$ cat config.mk
export PLATFORM = sky130hd
export DESIGN_NAME = plcm_channel
export DESIGN_NICKNAME = d
export VERILOG_FILES = /design/src/rtl/plcm_pkg.sv /design/src/rtl/plcm_channel.sv /design/src/rtl/plcm_loop_filter.sv
export SDC_FILE = /design/constraint.sdc
export NUM_CORES = 1
export LEC_CHECK = 0
export ABC_AREA = 1
export CAP_MARGIN = 10
export CORE_MARGIN = 1.5
export CORE_UTILIZATION = 60
export DETAILED_ROUTE_END_ITERATION = 16
export DONT_BUFFER_PORTS = 1
export HOLD_SLACK_MARGIN = 0.05
export PLACE_DENSITY = 0.76
export SYNTH_ARGS = -nofsm -noshare
export SYNTH_HDL_FRONTEND = slang
export SYNTH_SLANG_ARGS = --single-unit
$ cat constraint.sdc
create_clock -name aclk -period 8.75 [get_ports aclk]
set_input_delay 0.875 -clock aclk [delete_from_list [all_inputs] [get_ports aclk]]
set_output_delay 0.875 -clock aclk [all_outputs]
set_load 0.02 [all_outputs]
$ cat src/rtl/plcm_pkg.sv
// Shared constants and types for the PLL channel loop mode control
package plcm_pkg;

  localparam int unsigned DATA_W    = 32;
  localparam int unsigned ADDR_W    = 8;
  localparam int unsigned WORD_W    = 40;
  localparam int unsigned ERR_W     = 24;
  localparam int unsigned STEP_HI_W = WORD_W - DATA_W;

  // Register byte addresses
  localparam logic [ADDR_W-1:0] ADDR_CTRL      = 8'h00;
  localparam logic [ADDR_W-1:0] ADDR_STEP_LO   = 8'h04;
  localparam logic [ADDR_W-1:0] ADDR_STEP_HI   = 8'h08;
  localparam logic [ADDR_W-1:0] ADDR_DCO_CMD   = 8'h0C;
  localparam logic [ADDR_W-1:0] ADDR_STATUS    = 8'h10;
  localparam logic [ADDR_W-1:0] ADDR_ANALOG_LO = 8'h14;
  localparam logic [ADDR_W-1:0] ADDR_ANALOG_HI = 8'h18;

  // Field positions
  localparam int unsigned CTRL_MODE_LSB    = 0;
  localparam int unsigned CTRL_MODE_W      = 2;
  localparam int unsigned CTRL_REF_DCO_BIT = 2;
  localparam int unsigned CTRL_OSC_DCO_BIT = 3;
  localparam int unsigned DCO_UP_BIT       = 0;
  localparam int unsigned DCO_DOWN_BIT     = 1;
  localparam int unsigned ST_STATE_LSB     = 0;
  localparam int unsigned ST_OSC_DET_BIT   = 2;
  localparam int unsigned ST_REF_VAL_BIT   = 3;
  localparam int unsigned ST_REF_RUN_BIT   = 4;
  localparam int unsigned ST_OSC_RUN_BIT   = 5;
  localparam int unsigned ST_HOLD_BIT      = 6;

  // Reset values
  localparam logic [DATA_W-1:0]    CTRL_RESET    = 32'h0000_0000;
  localparam logic [DATA_W-1:0]    STEP_LO_RESET = 32'h0000_0000;
  localparam logic [STEP_HI_W-1:0] STEP_HI_RESET = 8'h00;

  localparam logic [1:0] RESP_OKAY   = 2'h0;
  localparam logic [1:0] RESP_SLVERR = 2'h2;

  typedef enum logic [1:0] {
    MODE_ONE_LOOP,
    MODE_TWO_REF,
    MODE_TWO_OSC,
    MODE_THREE
  } plcm_mode_t;

  typedef enum logic [1:0] {
    ST_FREE_RUN,
    ST_OSC_ACQ,
    ST_REF_ACQ,
    ST_HOLDOVER
  } plcm_state_t;

endpackage : plcm_pkg

$ cat src/rtl/plcm_channel.sv
// Loop mode sequencing and modulator routing for one PLL channel
//
// What this block does
// After reset the analog loop runs free from the crystal input.
// Three-loop: oscillator loop acquires only after its clock is detected.
// Oscillator phase error is filtered and drives the analog modulator.
// Three-loop: filtered reference correction offsets the oscillator modulator.
// Three-loop DCO steps the reference feedback modulator by the step.
// Software orders bandwidths: reference lowest, oscillator higher, analog highest.
// Three-loop reference loss enters holdover, acting like two-loop oscillator.
// Two-loop reference: reference filter drives the analog modulator directly.
// Two-loop reference DCO steps the reference feedback modulator by step.
// Software keeps reference bandwidth below reference/50 and below 4 kHz.
// Two-loop reference loss enters holdover, acting like one-loop mode.
// Two-loop oscillator: oscillator filter drives the analog modulator.
// Two-loop oscillator DCO steps the oscillator feedback modulator by the step.
// Software keeps oscillator bandwidth below oscillator/50 and below 4 kHz.
// Two-loop oscillator: lost oscillator clock falls back to one-loop.
// Each digital loop controls a 40-bit fractional modulator word.
// A mode field picks one of four loop modes and routing.
// A returning input restarts acquisition of the affected loop.
//
// The AXI4-Lite register port and the address map were decided locally.
`timescale 1ns/1ps
module plcm_channel #(
  parameter logic [plcm_pkg::WORD_W-1:0] NOM_ANALOG = 40'h00_0000_0000,
  parameter logic [plcm_pkg::WORD_W-1:0] NOM_OSC_FB = 40'h00_0000_0000,
  parameter logic [plcm_pkg::WORD_W-1:0] NOM_REF_FB = 40'h00_0000_0000,
  parameter int unsigned                 KP_SHIFT   = 8,
  parameter int unsigned                 KI_SHIFT   = 0
) (
  // Clock and reset
  input  wire logic                                aclk,
  input  wire logic                                aresetn,
  // AXI4-Lite write address and data
  input  wire logic [plcm_pkg::ADDR_W-1:0]         s_axi_awaddr,
  input  wire logic                                s_axi_awvalid,
  output logic                                     s_axi_awready,
  input  wire logic [plcm_pkg::DATA_W-1:0]         s_axi_wdata,
  input  wire logic [3:0]                          s_axi_wstrb,
  input  wire logic                                s_axi_wvalid,
  output logic                                     s_axi_wready,
  // AXI4-Lite write response
  output logic [1:0]                               s_axi_bresp,
  output logic                                     s_axi_bvalid,
  input  wire logic                                s_axi_bready,
  // AXI4-Lite read
  input  wire logic [plcm_pkg::ADDR_W-1:0]         s_axi_araddr,
  input  wire logic                                s_axi_arvalid,
  output logic                                     s_axi_arready,
  output logic [plcm_pkg::DATA_W-1:0]              s_axi_rdata,
  output logic [1:0]                               s_axi_rresp,
  output logic                                     s_axi_rvalid,
  input  wire logic                                s_axi_rready,
  // Clock detector pins, asynchronous
  input  wire logic                                osc_clk_detected,
  input  wire logic                                ref_valid_selected,
  // Phase detector words, same clock
  input  wire logic signed [plcm_pkg::ERR_W-1:0]   ref_phase_err,
  input  wire logic signed [plcm_pkg::ERR_W-1:0]   osc_phase_err,
  // Modulator control nodes
  output logic [plcm_pkg::WORD_W-1:0]              analog_sdm_word,
  output logic [plcm_pkg::WORD_W-1:0]              osc_fb_sdm_word,
  output logic [plcm_pkg::WORD_W-1:0]              ref_fb_sdm_word,
  // Channel status
  output logic                                     free_run,
  output logic                                     holdover,
  output logic                                     ref_loop_active,
  output logic                                     osc_loop_active
);

  localparam int unsigned DW = plcm_pkg::DATA_W;
  localparam int unsigned WW = plcm_pkg::WORD_W;
  localparam int unsigned AW = plcm_pkg::ADDR_W;

  function automatic logic addr_known(input logic [AW-1:0] a);
    if (a == plcm_pkg::ADDR_CTRL)           addr_known = 1'b1;
    else if (a == plcm_pkg::ADDR_STEP_LO)   addr_known = 1'b1;
    else if (a == plcm_pkg::ADDR_STEP_HI)   addr_known = 1'b1;
    else if (a == plcm_pkg::ADDR_DCO_CMD)   addr_known = 1'b1;
    else if (a == plcm_pkg::ADDR_STATUS)    addr_known = 1'b1;
    else if (a == plcm_pkg::ADDR_ANALOG_LO) addr_known = 1'b1;
    else if (a == plcm_pkg::ADDR_ANALOG_HI) addr_known = 1'b1;
    else                                    addr_known = 1'b0;
  endfunction : addr_known

  function automatic logic [DW-1:0] merge_strb(input logic [DW-1:0] old_v,
                                               input logic [DW-1:0] new_v,
                                               input logic [3:0]    strb);
    for (int i = 0; i < 4; i++)
      merge_strb[i*8 +: 8] = strb[i] ? new_v[i*8 +: 8] : old_v[i*8 +: 8];
  endfunction : merge_strb

  // Pin synchronisers
  logic [1:0] osc_sync_q;
  logic [1:0] ref_sync_q;
  logic       osc_det;
  logic       ref_val;

  always_ff @(posedge aclk)
  begin
    if (!aresetn)
    begin
      osc_sync_q <= 2'h0;
      ref_sync_q <= 2'h0;
    end
    else
    begin
      osc_sync_q <= {osc_sync_q[0], osc_clk_detected};
      ref_sync_q <= {ref_sync_q[0], ref_valid_selected};
    end
  end

  assign osc_det = osc_sync_q[1];
  assign ref_val = ref_sync_q[1];

  // Bus slave and register state
  logic              awready_q, awready_d, wready_q, wready_d;
  logic              aw_full_q, aw_full_d, w_full_q, w_full_d;
  logic [AW-1:0]     awaddr_q, awaddr_d;
  logic [DW-1:0]     wdata_q, wdata_d;
  logic [3:0]        wstrb_q, wstrb_d;
  logic              bvalid_q, bvalid_d, rvalid_q, rvalid_d;
  logic              arready_q, arready_d;
  logic [1:0]        bresp_q, bresp_d, rresp_q, rresp_d;
  logic [DW-1:0]     rdata_q, rdata_d;
  logic [DW-1:0]     ctrl_q, ctrl_d, step_lo_q, step_lo_d;
  logic [plcm_pkg::STEP_HI_W-1:0] step_hi_q, step_hi_d;
  logic              do_write, step_up, step_down;
  logic [DW-1:0]     status_word;
  logic [DW-1:0]     cmd_word;

  always_comb
  begin
    awready_d = awready_q;
    wready_d  = wready_q;
    aw_full_d = aw_full_q;
    w_full_d  = w_full_q;
    awaddr_d  = awaddr_q;
    wdata_d   = wdata_q;
    wstrb_d   = wstrb_q;
    bvalid_d  = bvalid_q;
    bresp_d   = bresp_q;
    arready_d = arready_q;
    rvalid_d  = rvalid_q;
    rresp_d   = rresp_q;
    rdata_d   = rdata_q;
    ctrl_d    = ctrl_q;
    step_lo_d = step_lo_q;
    step_hi_d = step_hi_q;
    cmd_word  = '0;
    step_up   = 1'b0;
    step_down = 1'b0;
    if (s_axi_awvalid && awready_q)
    begin
      aw_full_d = 1'b1;
      awaddr_d  = s_axi_awaddr;
    end
    if (s_axi_wvalid && wready_q)
    begin
      w_full_d = 1'b1;
      wdata_d  = s_axi_wdata;
      wstrb_d  = s_axi_wstrb;
    end
    do_write = aw_full_q && w_full_q && !bvalid_q;
    if (do_write)
    begin
      aw_full_d = 1'b0;
      w_full_d  = 1'b0;
      bvalid_d  = 1'b1;
      bresp_d   = addr_known(awaddr_q) ? plcm_pkg::RESP_OKAY
                                       : plcm_pkg::RESP_SLVERR;
      if (awaddr_q == plcm_pkg::ADDR_CTRL)
        ctrl_d = merge_strb(ctrl_q, wdata_q, wstrb_q);
      else if (awaddr_q == plcm_pkg::ADDR_STEP_LO)
        step_lo_d = merge_strb(step_lo_q, wdata_q, wstrb_q);
      else if (awaddr_q == plcm_pkg::ADDR_STEP_HI)
      begin
        if (wstrb_q[0])
          step_hi_d = wdata_q[plcm_pkg::STEP_HI_W-1:0];
      end
      else if (awaddr_q == plcm_pkg::ADDR_DCO_CMD)
        cmd_word = merge_strb('0, wdata_q, wstrb_q);
      // Both directions at once cancel rather than pick a winner
      step_up   = cmd_word[plcm_pkg::DCO_UP_BIT] &&
                  !cmd_word[plcm_pkg::DCO_DOWN_BIT];
      step_down = cmd_word[plcm_pkg::DCO_DOWN_BIT] &&
                  !cmd_word[plcm_pkg::DCO_UP_BIT];
    end
    if (bvalid_q && s_axi_bready)
      bvalid_d = 1'b0;
    awready_d = !aw_full_d && !bvalid_d;
    wready_d  = !w_full_d && !bvalid_d;
    if (s_axi_arvalid && arready_q)
    begin
      rvalid_d = 1'b1;
      rresp_d  = addr_known(s_axi_araddr) ? plcm_pkg::RESP_OKAY
                                          : plcm_pkg::RESP_SLVERR;
      if (s_axi_araddr == plcm_pkg::ADDR_CTRL)
        rdata_d = ctrl_q;
      else if (s_axi_araddr == plcm_pkg::ADDR_STEP_LO)
        rdata_d = step_lo_q;
      else if (s_axi_araddr == plcm_pkg::ADDR_STEP_HI)
        rdata_d = {{(DW-plcm_pkg::STEP_HI_W){1'b0}}, step_hi_q};
      else if (s_axi_araddr == plcm_pkg::ADDR_STATUS)
        rdata_d = status_word;
      else if (s_axi_araddr == plcm_pkg::ADDR_ANALOG_LO)
        rdata_d = analog_sdm_word[DW-1:0];
      else if (s_axi_araddr == plcm_pkg::ADDR_ANALOG_HI)
        rdata_d = {{(2*DW-WW){1'b0}}, analog_sdm_word[WW-1:DW]};
      else
        rdata_d = '0;
    end
    else if (rvalid_q && s_axi_rready)
      rvalid_d = 1'b0;
    arready_d = !rvalid_d;
  end

  always_ff @(posedge aclk)
  begin
    if (!aresetn)
    begin
      awready_q <= 1'b0;
      wready_q  <= 1'b0;
      aw_full_q <= 1'b0;
      w_full_q  <= 1'b0;
      awaddr_q  <= '0;
      wdata_q   <= '0;
      wstrb_q   <= 4'h0;
      bvalid_q  <= 1'b0;
      bresp_q   <= plcm_pkg::RESP_OKAY;
      arready_q <= 1'b0;
      rvalid_q  <= 1'b0;
      rresp_q   <= plcm_pkg::RESP_OKAY;
      rdata_q   <= '0;
      ctrl_q    <= plcm_pkg::CTRL_RESET;
      step_lo_q <= plcm_pkg::STEP_LO_RESET;
      step_hi_q <= plcm_pkg::STEP_HI_RESET;
    end
    else
    begin
      awready_q <= awready_d;
      wready_q  <= wready_d;
      aw_full_q <= aw_full_d;
      w_full_q  <= w_full_d;
      awaddr_q  <= awaddr_d;
      wdata_q   <= wdata_d;
      wstrb_q   <= wstrb_d;
      bvalid_q  <= bvalid_d;
      bresp_q   <= bresp_d;
      arready_q <= arready_d;
      rvalid_q  <= rvalid_d;
      rresp_q   <= rresp_d;
      rdata_q   <= rdata_d;
      ctrl_q    <= ctrl_d;
      step_lo_q <= step_lo_d;
      step_hi_q <= step_hi_d;
    end
  end

  // Channel sequencing
  plcm_pkg::plcm_mode_t  mode;
  plcm_pkg::plcm_state_t state_q, state_d;
  logic                  ref_run, osc_run, ref_dco_en, osc_dco_en;

  assign mode = plcm_pkg::plcm_mode_t'(
                  ctrl_q[plcm_pkg::CTRL_MODE_LSB +: plcm_pkg::CTRL_MODE_W]);
  assign ref_dco_en = ctrl_q[plcm_pkg::CTRL_REF_DCO_BIT];
  assign osc_dco_en = ctrl_q[plcm_pkg::CTRL_OSC_DCO_BIT];

  always_comb
  begin
    state_d = state_q;
    case (mode)
      plcm_pkg::MODE_ONE_LOOP:
        state_d = plcm_pkg::ST_FREE_RUN;
      plcm_pkg::MODE_TWO_OSC:
        state_d = osc_det ? plcm_pkg::ST_OSC_ACQ
                          : plcm_pkg::ST_FREE_RUN;
      plcm_pkg::MODE_TWO_REF:
        if (ref_val)
          state_d = plcm_pkg::ST_REF_ACQ;
        else if (state_q == plcm_pkg::ST_REF_ACQ ||
                 state_q == plcm_pkg::ST_HOLDOVER)
          state_d = plcm_pkg::ST_HOLDOVER;
        else
          state_d = plcm_pkg::ST_FREE_RUN;
      plcm_pkg::MODE_THREE:
        // Reference loop nests inside the oscillator loop, so it waits
        if (!osc_det)
          state_d = plcm_pkg::ST_FREE_RUN;
        else if (ref_val)
          state_d = plcm_pkg::ST_REF_ACQ;
        else if (state_q == plcm_pkg::ST_REF_ACQ ||
                 state_q == plcm_pkg::ST_HOLDOVER)
          state_d = plcm_pkg::ST_HOLDOVER;
        else
          state_d = plcm_pkg::ST_OSC_ACQ;
      default:
        state_d = plcm_pkg::ST_FREE_RUN;
    endcase
  end

  always_ff @(posedge aclk)
  begin
    if (!aresetn)
      state_q <= plcm_pkg::ST_FREE_RUN;
    else
      state_q <= state_d;
  end

  assign ref_run = (state_q == plcm_pkg::ST_REF_ACQ);
  assign osc_run = (mode == plcm_pkg::MODE_THREE &&
                    state_q != plcm_pkg::ST_FREE_RUN) ||
                   (mode == plcm_pkg::MODE_TWO_OSC &&
                    state_q == plcm_pkg::ST_OSC_ACQ);

  // Digital loop filters
  logic signed [WW-1:0] ref_corr, osc_corr;

  plcm_loop_filter #(
    .ERR_W    (plcm_pkg::ERR_W),
    .WORD_W   (WW),
    .KP_SHIFT (KP_SHIFT),
    .KI_SHIFT (KI_SHIFT)
  ) u_ref_filter (
    .aclk       (aclk),
    .aresetn    (aresetn),
    .run        (ref_run),
    .phase_err  (ref_phase_err),
    .correction (ref_corr)
  );

  plcm_loop_filter #(
    .ERR_W    (plcm_pkg::ERR_W),
    .WORD_W   (WW),
    .KP_SHIFT (KP_SHIFT),
    .KI_SHIFT (KI_SHIFT)
  ) u_osc_filter (
    .aclk       (aclk),
    .aresetn    (aresetn),
    .run        (osc_run),
    .phase_err  (osc_phase_err),
    .correction (osc_corr)
  );

  // DCO offset and modulator routing
  logic [WW-1:0] dco_acc_q, dco_acc_d, step_word;
  logic [WW-1:0] analog_q, analog_d, osc_fb_q, osc_fb_d, ref_fb_q, ref_fb_d;
  logic          dco_on_ref, dco_on_osc;
  logic          free_run_q, hold_q, ref_act_q, osc_act_q;

  assign step_word  = {step_hi_q, step_lo_q};
  assign dco_on_ref = ref_dco_en && (mode == plcm_pkg::MODE_THREE ||
                                     mode == plcm_pkg::MODE_TWO_REF);
  assign dco_on_osc = osc_dco_en && (mode == plcm_pkg::MODE_TWO_OSC);

  always_comb
  begin
    dco_acc_d = dco_acc_q;
    if (!dco_on_ref && !dco_on_osc)
      dco_acc_d = '0;
    else if (step_up)
      dco_acc_d = dco_acc_q + step_word;
    else if (step_down)
      dco_acc_d = dco_acc_q - step_word;
    analog_d = NOM_ANALOG;
    osc_fb_d = NOM_OSC_FB;
    ref_fb_d = NOM_REF_FB;
    if (osc_run)
      analog_d = NOM_ANALOG + osc_corr;
    else if (mode == plcm_pkg::MODE_TWO_REF && ref_run)
      analog_d = NOM_ANALOG + ref_corr;
    if (mode == plcm_pkg::MODE_THREE && ref_run)
      osc_fb_d = NOM_OSC_FB + ref_corr;
    if (dco_on_osc)
      osc_fb_d = NOM_OSC_FB + dco_acc_q;
    if (dco_on_ref)
      ref_fb_d = NOM_REF_FB + dco_acc_q;
  end

  always_ff @(posedge aclk)
  begin
    if (!aresetn)
    begin
      dco_acc_q  <= '0;
      analog_q   <= '0;
      osc_fb_q   <= '0;
      ref_fb_q   <= '0;
      free_run_q <= 1'b1;
      hold_q     <= 1'b0;
      ref_act_q  <= 1'b0;
      osc_act_q  <= 1'b0;
    end
    else
    begin
      dco_acc_q  <= dco_acc_d;
      analog_q   <= analog_d;
      osc_fb_q   <= osc_fb_d;
      ref_fb_q   <= ref_fb_d;
      free_run_q <= (state_q == plcm_pkg::ST_FREE_RUN);
      hold_q     <= (state_q == plcm_pkg::ST_HOLDOVER);
      ref_act_q  <= ref_run;
      osc_act_q  <= osc_run;
    end
  end

  always_comb
  begin
    status_word = '0;
    status_word[plcm_pkg::ST_STATE_LSB +: 2] = state_q;
    status_word[plcm_pkg::ST_OSC_DET_BIT]    = osc_det;
    status_word[plcm_pkg::ST_REF_VAL_BIT]    = ref_val;
    status_word[plcm_pkg::ST_REF_RUN_BIT]    = ref_act_q;
    status_word[plcm_pkg::ST_OSC_RUN_BIT]    = osc_act_q;
    status_word[plcm_pkg::ST_HOLD_BIT]       = hold_q;
  end

  assign s_axi_awready   = awready_q;
  assign s_axi_wready    = wready_q;
  assign s_axi_bvalid    = bvalid_q;
  assign s_axi_bresp     = bresp_q;
  assign s_axi_arready   = arready_q;
  assign s_axi_rvalid    = rvalid_q;
  assign s_axi_rresp     = rresp_q;
  assign s_axi_rdata     = rdata_q;
  assign analog_sdm_word = analog_q;
  assign osc_fb_sdm_word = osc_fb_q;
  assign ref_fb_sdm_word = ref_fb_q;
  assign free_run        = free_run_q;
  assign holdover        = hold_q;
  assign ref_loop_active = ref_act_q;
  assign osc_loop_active = osc_act_q;

endmodule : plcm_channel

$ cat src/rtl/plcm_loop_filter.sv
// Proportional-integral digital loop filter for one digital loop
`timescale 1ns/1ps
module plcm_loop_filter #(
  parameter int unsigned ERR_W    = plcm_pkg::ERR_W,
  parameter int unsigned WORD_W   = plcm_pkg::WORD_W,
  parameter int unsigned KP_SHIFT = 8,
  parameter int unsigned KI_SHIFT = 0
) (
  // Clock and reset
  input  wire logic                     aclk,
  input  wire logic                     aresetn,
  // Loop control and phase detector word
  input  wire logic                     run,
  input  wire logic signed [ERR_W-1:0]  phase_err,
  // Filtered correction
  output logic signed [WORD_W-1:0]      correction
);

  logic signed [WORD_W-1:0] integ_q;
  logic signed [WORD_W-1:0] integ_d;
  logic signed [WORD_W-1:0] corr_q;
  logic signed [WORD_W-1:0] corr_d;
  logic signed [WORD_W-1:0] err_ext;

  // A stopped loop forgets its history so reacquisition starts clean
  always_comb
  begin
    err_ext = {{(WORD_W-ERR_W){phase_err[ERR_W-1]}}, phase_err};
    if (run)
    begin
      integ_d = integ_q + (err_ext <<< KI_SHIFT);
      corr_d  = integ_d + (err_ext <<< KP_SHIFT);
    end
    else
    begin
      integ_d = '0;
      corr_d  = '0;
    end
  end

  always_ff @(posedge aclk)
  begin
    if (!aresetn)
    begin
      integ_q <= '0;
      corr_q  <= '0;
    end
    else
    begin
      integ_q <= integ_d;
      corr_q  <= corr_d;
    end
  end

  assign correction = corr_q;

endmodule : plcm_loop_filter

---- Word-level counts from Yosys, hierarchy flattened ----
Index checks and enable logic that the tools add are counted.
word-level totals
  word-level logic and storage cells ...... 166
  input port bits ......................... 109
  register bits after elaboration ......... 489
  output and inout bits ................... 165
cells by class
  muxes and demuxes ....................... 53
  equal/unequal tests ..................... 18
  reduce and logical (&&, ||, !) cells .... 49
  bitwise logic cells ..................... 3
  $add $sub $neg .......................... 6
operator list
  kind                  count
  $mux W40              6
  $mux W32              5
  $add A40 B24 Y40      2
  $add A40 B32 Y40      2
  $eq A8 B5 Y1 const B  6
  $add A40 B40 Y40      1
  $sub A40 B40 Y40      1
  $eq A8 B4 Y1 const B  4
  $mux W1               27
  $mux W2               13
  $logic_and A1 B1 Y1   18
  $eq A8 B3 Y1 const B  2
  $logic_not A8 Y1      2
  $reduce_and A4 Y1     4
  $reduce_and A3 Y1     4
  $logic_not A1 Y1      9
  $eq A2 B2 Y1 const B  4
  $mux W8               1
  $pmux W2 S4           1
  $reduce_and A2 Y1     3
  $reduce_and A5 Y1     1
  $eq A2 B1 Y1 const B  2
  $logic_not A2 Y1      2
  $reduce_bool A2 Y1    2
  3 further kinds       7

---- Logic depth before layout (Yosys ltp) ----
  depth in word-level cells ............... 11
  mapped depth ............................ 29
  depth with buffers taken out ............ 29

---- Hierarchy ----
A second synthesis with hierarchy kept.
unflattened totals
  cells, all modules ...................... 4187
  area total of the unflattened synthesis .. 28255.8 um2
modules (own cells, without submodules)
  module                            area an instance (um2)  seq. area each (um2)  cells an instance  times used
  plcm_channel                      15477.3                 6546.3                2164               1
  plcm_loop_filter at u_osc_filter  6441.2                  1441.4                1016               1
  plcm_loop_filter at u_ref_filter  6337.3                  1441.4                1007               1

---- Worst setup path before layout ----
Ideal clock, no wire load.
  path kind ............................... input -> register
  from .................................... in ref_phase_err[0] (netlist bit)
  to ...................................... reg u_ref_filter.corr_q[26], in the netlist u_ref_filter.correction[26]
  path buffers ............................ 0
  setup time .............................. 0.111 ns
  data required time ...................... 8.639 ns
  cell stages on the path ................. 21
  path slack .............................. 4.962 ns
  arrival time ............................ 3.677 ns
  cells stage by stage .................... ha_1 fa_1 nand2_1 nand2_1 o21ai_2 inv_1 nand2_1 nand2_1 xor2_1 ha_1 fa_1 nand2_1 nand2_1 o21ai_2 o21ai_0 a21oi_1 o21bai_2 a21oi_1 nand2_1 nand2_1 nor2_1
on the way
  cells in the longest elaborated chain, start to end .. 2
RTL lines
  element                 RTL line                text
  start: declaration      plcm_channel.sv:59      input wire logic signed [plcm_pkg::ERR_W-1:0] ref_phase_err,
  $add A40 B24 Y40        plcm_loop_filter.sv:31  integ_d = integ_q + (err_ext <<< KI_SHIFT);
  $add A40 B32 Y40 *      plcm_loop_filter.sv:32  corr_d = integ_d + (err_ext <<< KP_SHIFT);
  end signal: assignment  plcm_loop_filter.sv:51  corr_q <= corr_d;
  end: declaration        plcm_loop_filter.sv:21  logic signed [WORD_W-1:0] corr_q;
Mark *: on every way between the ends. The rest lies on a longest branch, timed or not.
A chain may end at the register's enable or synchronous reset.

==> impl_metrics.tcl <==
set metrics [dict create \
    ys_async_sr_fraction_pct 0 \
    grt-ovfl-total 0 \
    seq_area_frac_synth_pct 33.9 \
    drtAntennaViolNets 0 \
    rsz0062_at_grt "no" \
    p_leak_nw 13.7 \
    syn_area_mm2 0.0278 \
    post-cts-setup-buffers 0 \
    synth.most_common_cell "nand2_1" \
    routed_wirelength_um 93700 \
    syn_to_final_growth_pct 7.58 \
    p_sw_share_pct 27.1 \
    postCtsHoldBufs 0 \
    cts_tree "done" \
    dr.pass1.iters 6 \
    endpoint_kind "register" \
    place_area_mm2 0.0282 \
    drive_gt1_share_pct 4.09 \
    pre_cts_slack_ns 4.10 \
    critPathSlowestCell "o21ai_0" \
    htreeDepth 2 \
    finalPower_mw 4.81 \
    cts_resized 0 \
    clock_sinks 471 \
    io_pins 274 \
    postSynthCellCount 4129 \
    p_int_mw 3.50 \
    cts.clk_slew.worst_paths_ns 0.07 \
    crit_type "reg -> reg" \
    fin_setup_tns_ns 0 \
    max_cap_viol_count 0 \
    cp_max_fo 5 \
    yosys_warnings 0 \
    numCtsBuffers 50 \
    fin_ws_ns 4.43 \
    timing.slew.headroom_pct 28.6 \
    vias 27000 \
    drc 0 \
    route.met2.wl_um 39400 \
    combPwrFrac_pct 9.1 \
    synth_flop_cell "dfxtp_1" \
    synth_cell_types 59 \
    wl_met1_um 39700 \
    fin_crit_ns 4.32 \
    status "completed" \
    synthTopCellsByArea "dfxtp_1, nand2_1, ha_1" \
    regArea_mm2 0.00943 \
    switching_power_mw 1.31 \
    clock.fmax_mhz 231 \
    antenna_found_initial 1 \
    core_mm2 0.0456 \
    start_kind "register" \
    finClkSkew_ns 0.0203 \
    crit_chain "ha_1 -> inv_1 -> fa_1 -> o21ai_1 -> a21oi_1 -> o21ai_0 -> nand3_1 -> nand2_1 -> xor2_1 -> inv_1 -> ha_1 -> a21oi_1 -> inv_1 -> a21oi_1 -> nand2_1 -> a211oi_1 -> nand3_1 -> nand2_1 -> nor2_1" \
    synth.top_cell.area_share_pct 33.9 \
    cts_root_buf "clkbuf_16" \
    multi_input_area_mm2 0.0158 \
    hold_path_class "in -> reg" \
    synth_edf_count 0 \
    die_h_um 218 \
    wl_per_cell_um 19.8 \
    worst_slew_pin_slew_ns 1.07 \
    finalSetupViolCount 0 \
    num_rows 78 \
    viasPerCell 5.71 \
    syn_avg_cell_area_um2 6.73 \
    grt_pass1_wl_um 140000 \
    nNetsFinal 4383 \
    irDropWorstVdd_mv 0.164 \
    critPathRequiredTime_ns 9.25 \
    finish.instance_area_mm2 0.0299 \
    max_stage_delay_ns 0.46 \
    final.period_utilization_pct 49.4 \
    power_density_mw_per_mm2 161 \
    clk_latency_ns 0.62 \
    grt_max_degree 121 \
    drt_iter0_drc 2732 \
    layout.cells.non_filler 4730 \
    synth_common_cells "nand2_1, inv_1, nor2_1" \
    power_frac_seq_pct 45.5 \
    final-hold-violation-count 0 \
    cts_max_path_buffers 3 \
    synth_seq_cells 471 \
    arrival_ns 4.82 \
    grt_pass1_vias 24700 \
    dp.final_hpwl_um 73800 \
    n_fill_cell 4240 \
    gp_congestion 1.10 \
    top_layer_used "met4" \
    dp.cells 4636 \
    clockPowerShare_pct 45.4 \
    slew_viol_final 0 \
    dieArea_mm2 0.0476 \
    grt.total_usage_pct 38.3 \
    start_util_pct 61.0 \
    synth_area_leader_cell "dfxtp_1" \
    wl_met3_um 9000 \
    die-width_um 218 \
    placement.io_buffers 0 \
]
## state kept, by name, indices dropped and copies added (netlist names), 2 cells and up
signal / count
awaddr_q: 8
wstrb_q: 4
dco_acc_q: 40
state_q: 2
u_ref_filter.integ_q: 32
step_lo_q: 32
osc_fb_sdm_word: 40
u_osc_filter.integ_q: 32
osc_sync_q: 2
wdata_q: 32
step_hi_q: 8
analog_sdm_word: 40
u_ref_filter.correction: 40
u_osc_filter.correction: 40
ctrl_q: 32
s_axi_rdata: 32
ref_fb_sdm_word: 40
ref_sync_q: 2
## logic make-up after synthesis
family / Yosys count / share of synthesized area (%)
and+or+nand+nor: 1704 / 25.1
buffers and inverters: 667 / 9.26
AOI/OAI and AO/OA: 992 / 19.8
other: 1 / 0.0135
DFF: 471 / 33.9
adders and majority gates: 186 / 8.51
xor gates and xnor gates: 108 / 3.40
## stage by stage
stage	hold WS, ns	utilization, %
global placement	0.396	61.9
detailed placement	0.404	61.9
floorplan	0.390	-
global route	0.360	65.6
CTS	0.334	65.6
finish	0.348	65.6
## layout make-up
class                   count  share of cell area, %
multi-input cells        2992                   52.9
well taps                 600                   2.51
flip-flops and latches    471                   31.5
clock inverters            29                  0.996
diodes                      2                 0.0167
clock buffers              63                   4.62
repair buffers             16                  0.402
inverters                 557                   6.99
## power groups by stage
stage | Combinational, mW | Sequential, mW | Clock (mW)
floorplan | 0.333 | 2.23 | 0
global placement | 0.423 | 2.23 | 0
detailed placement | 0.426 | 2.23 | 0
CTS | 0.429 | 2.19 | 2.19
global route | 0.490 | 2.19 | 2.28
finish | 0.438 | 2.19 | 2.19
## path summary, 6_finish.rpt
kind | cells after the start | end | start | slack, ns
setup / recovery | 19 | u_osc_filter.correction[35] | u_osc_filter.correction[0] | 4.43
hold / removal | 2 | osc_sync_q[0] | osc_clk_detected | 0.35
setup reg to reg | 19 | u_osc_filter.correction[35] | u_osc_filter.correction[0] | 4.43
hold reg to reg | 2 | analog_sdm_word[27] | u_osc_filter.correction[27] | 0.42
## layer usage
layer,vias to the layer above,global-route usage [%]
met5,-,0
met4,0,20.3
met3,224,9.83
met2,1124,58.1
met1,12200,49.8
li1,13400,-
## placed cells by master (no fill, tap or decap), drive strengths merged, types with 19 or more instances in the layout
| cell | instances |
|---|---|
| nand2 | 934 |
| ha | 181 |
| inv | 564 |
| clkbuf | 63 |
| a21oi | 441 |
| o21ai | 338 |
| nor3 | 45 |
| o21bai | 28 |
| o21a | 23 |
| nand3 | 155 |
| o211ai | 41 |
| a21o | 23 |
| nor2 | 506 |
| o22ai | 41 |
| xor2 | 83 |
| xnor2 | 25 |
| dfxtp | 471 |
| a211oi | 19 |
| nand4 | 27 |
## critical path: cells and delay by family (launching register included)
family                   cells  cell delay (ns)
AO/OA/AOI/OAI                6             1.63
adder cells (fa/ha/maj)      3             1.11
AND/OR/NAND/NOR              6             0.63
flip-flops                   1             0.41
buffers and inverters        3             0.23
XOR/XNOR                     1             0.20
No activity file was read; power rests on OpenSTA's default activity.
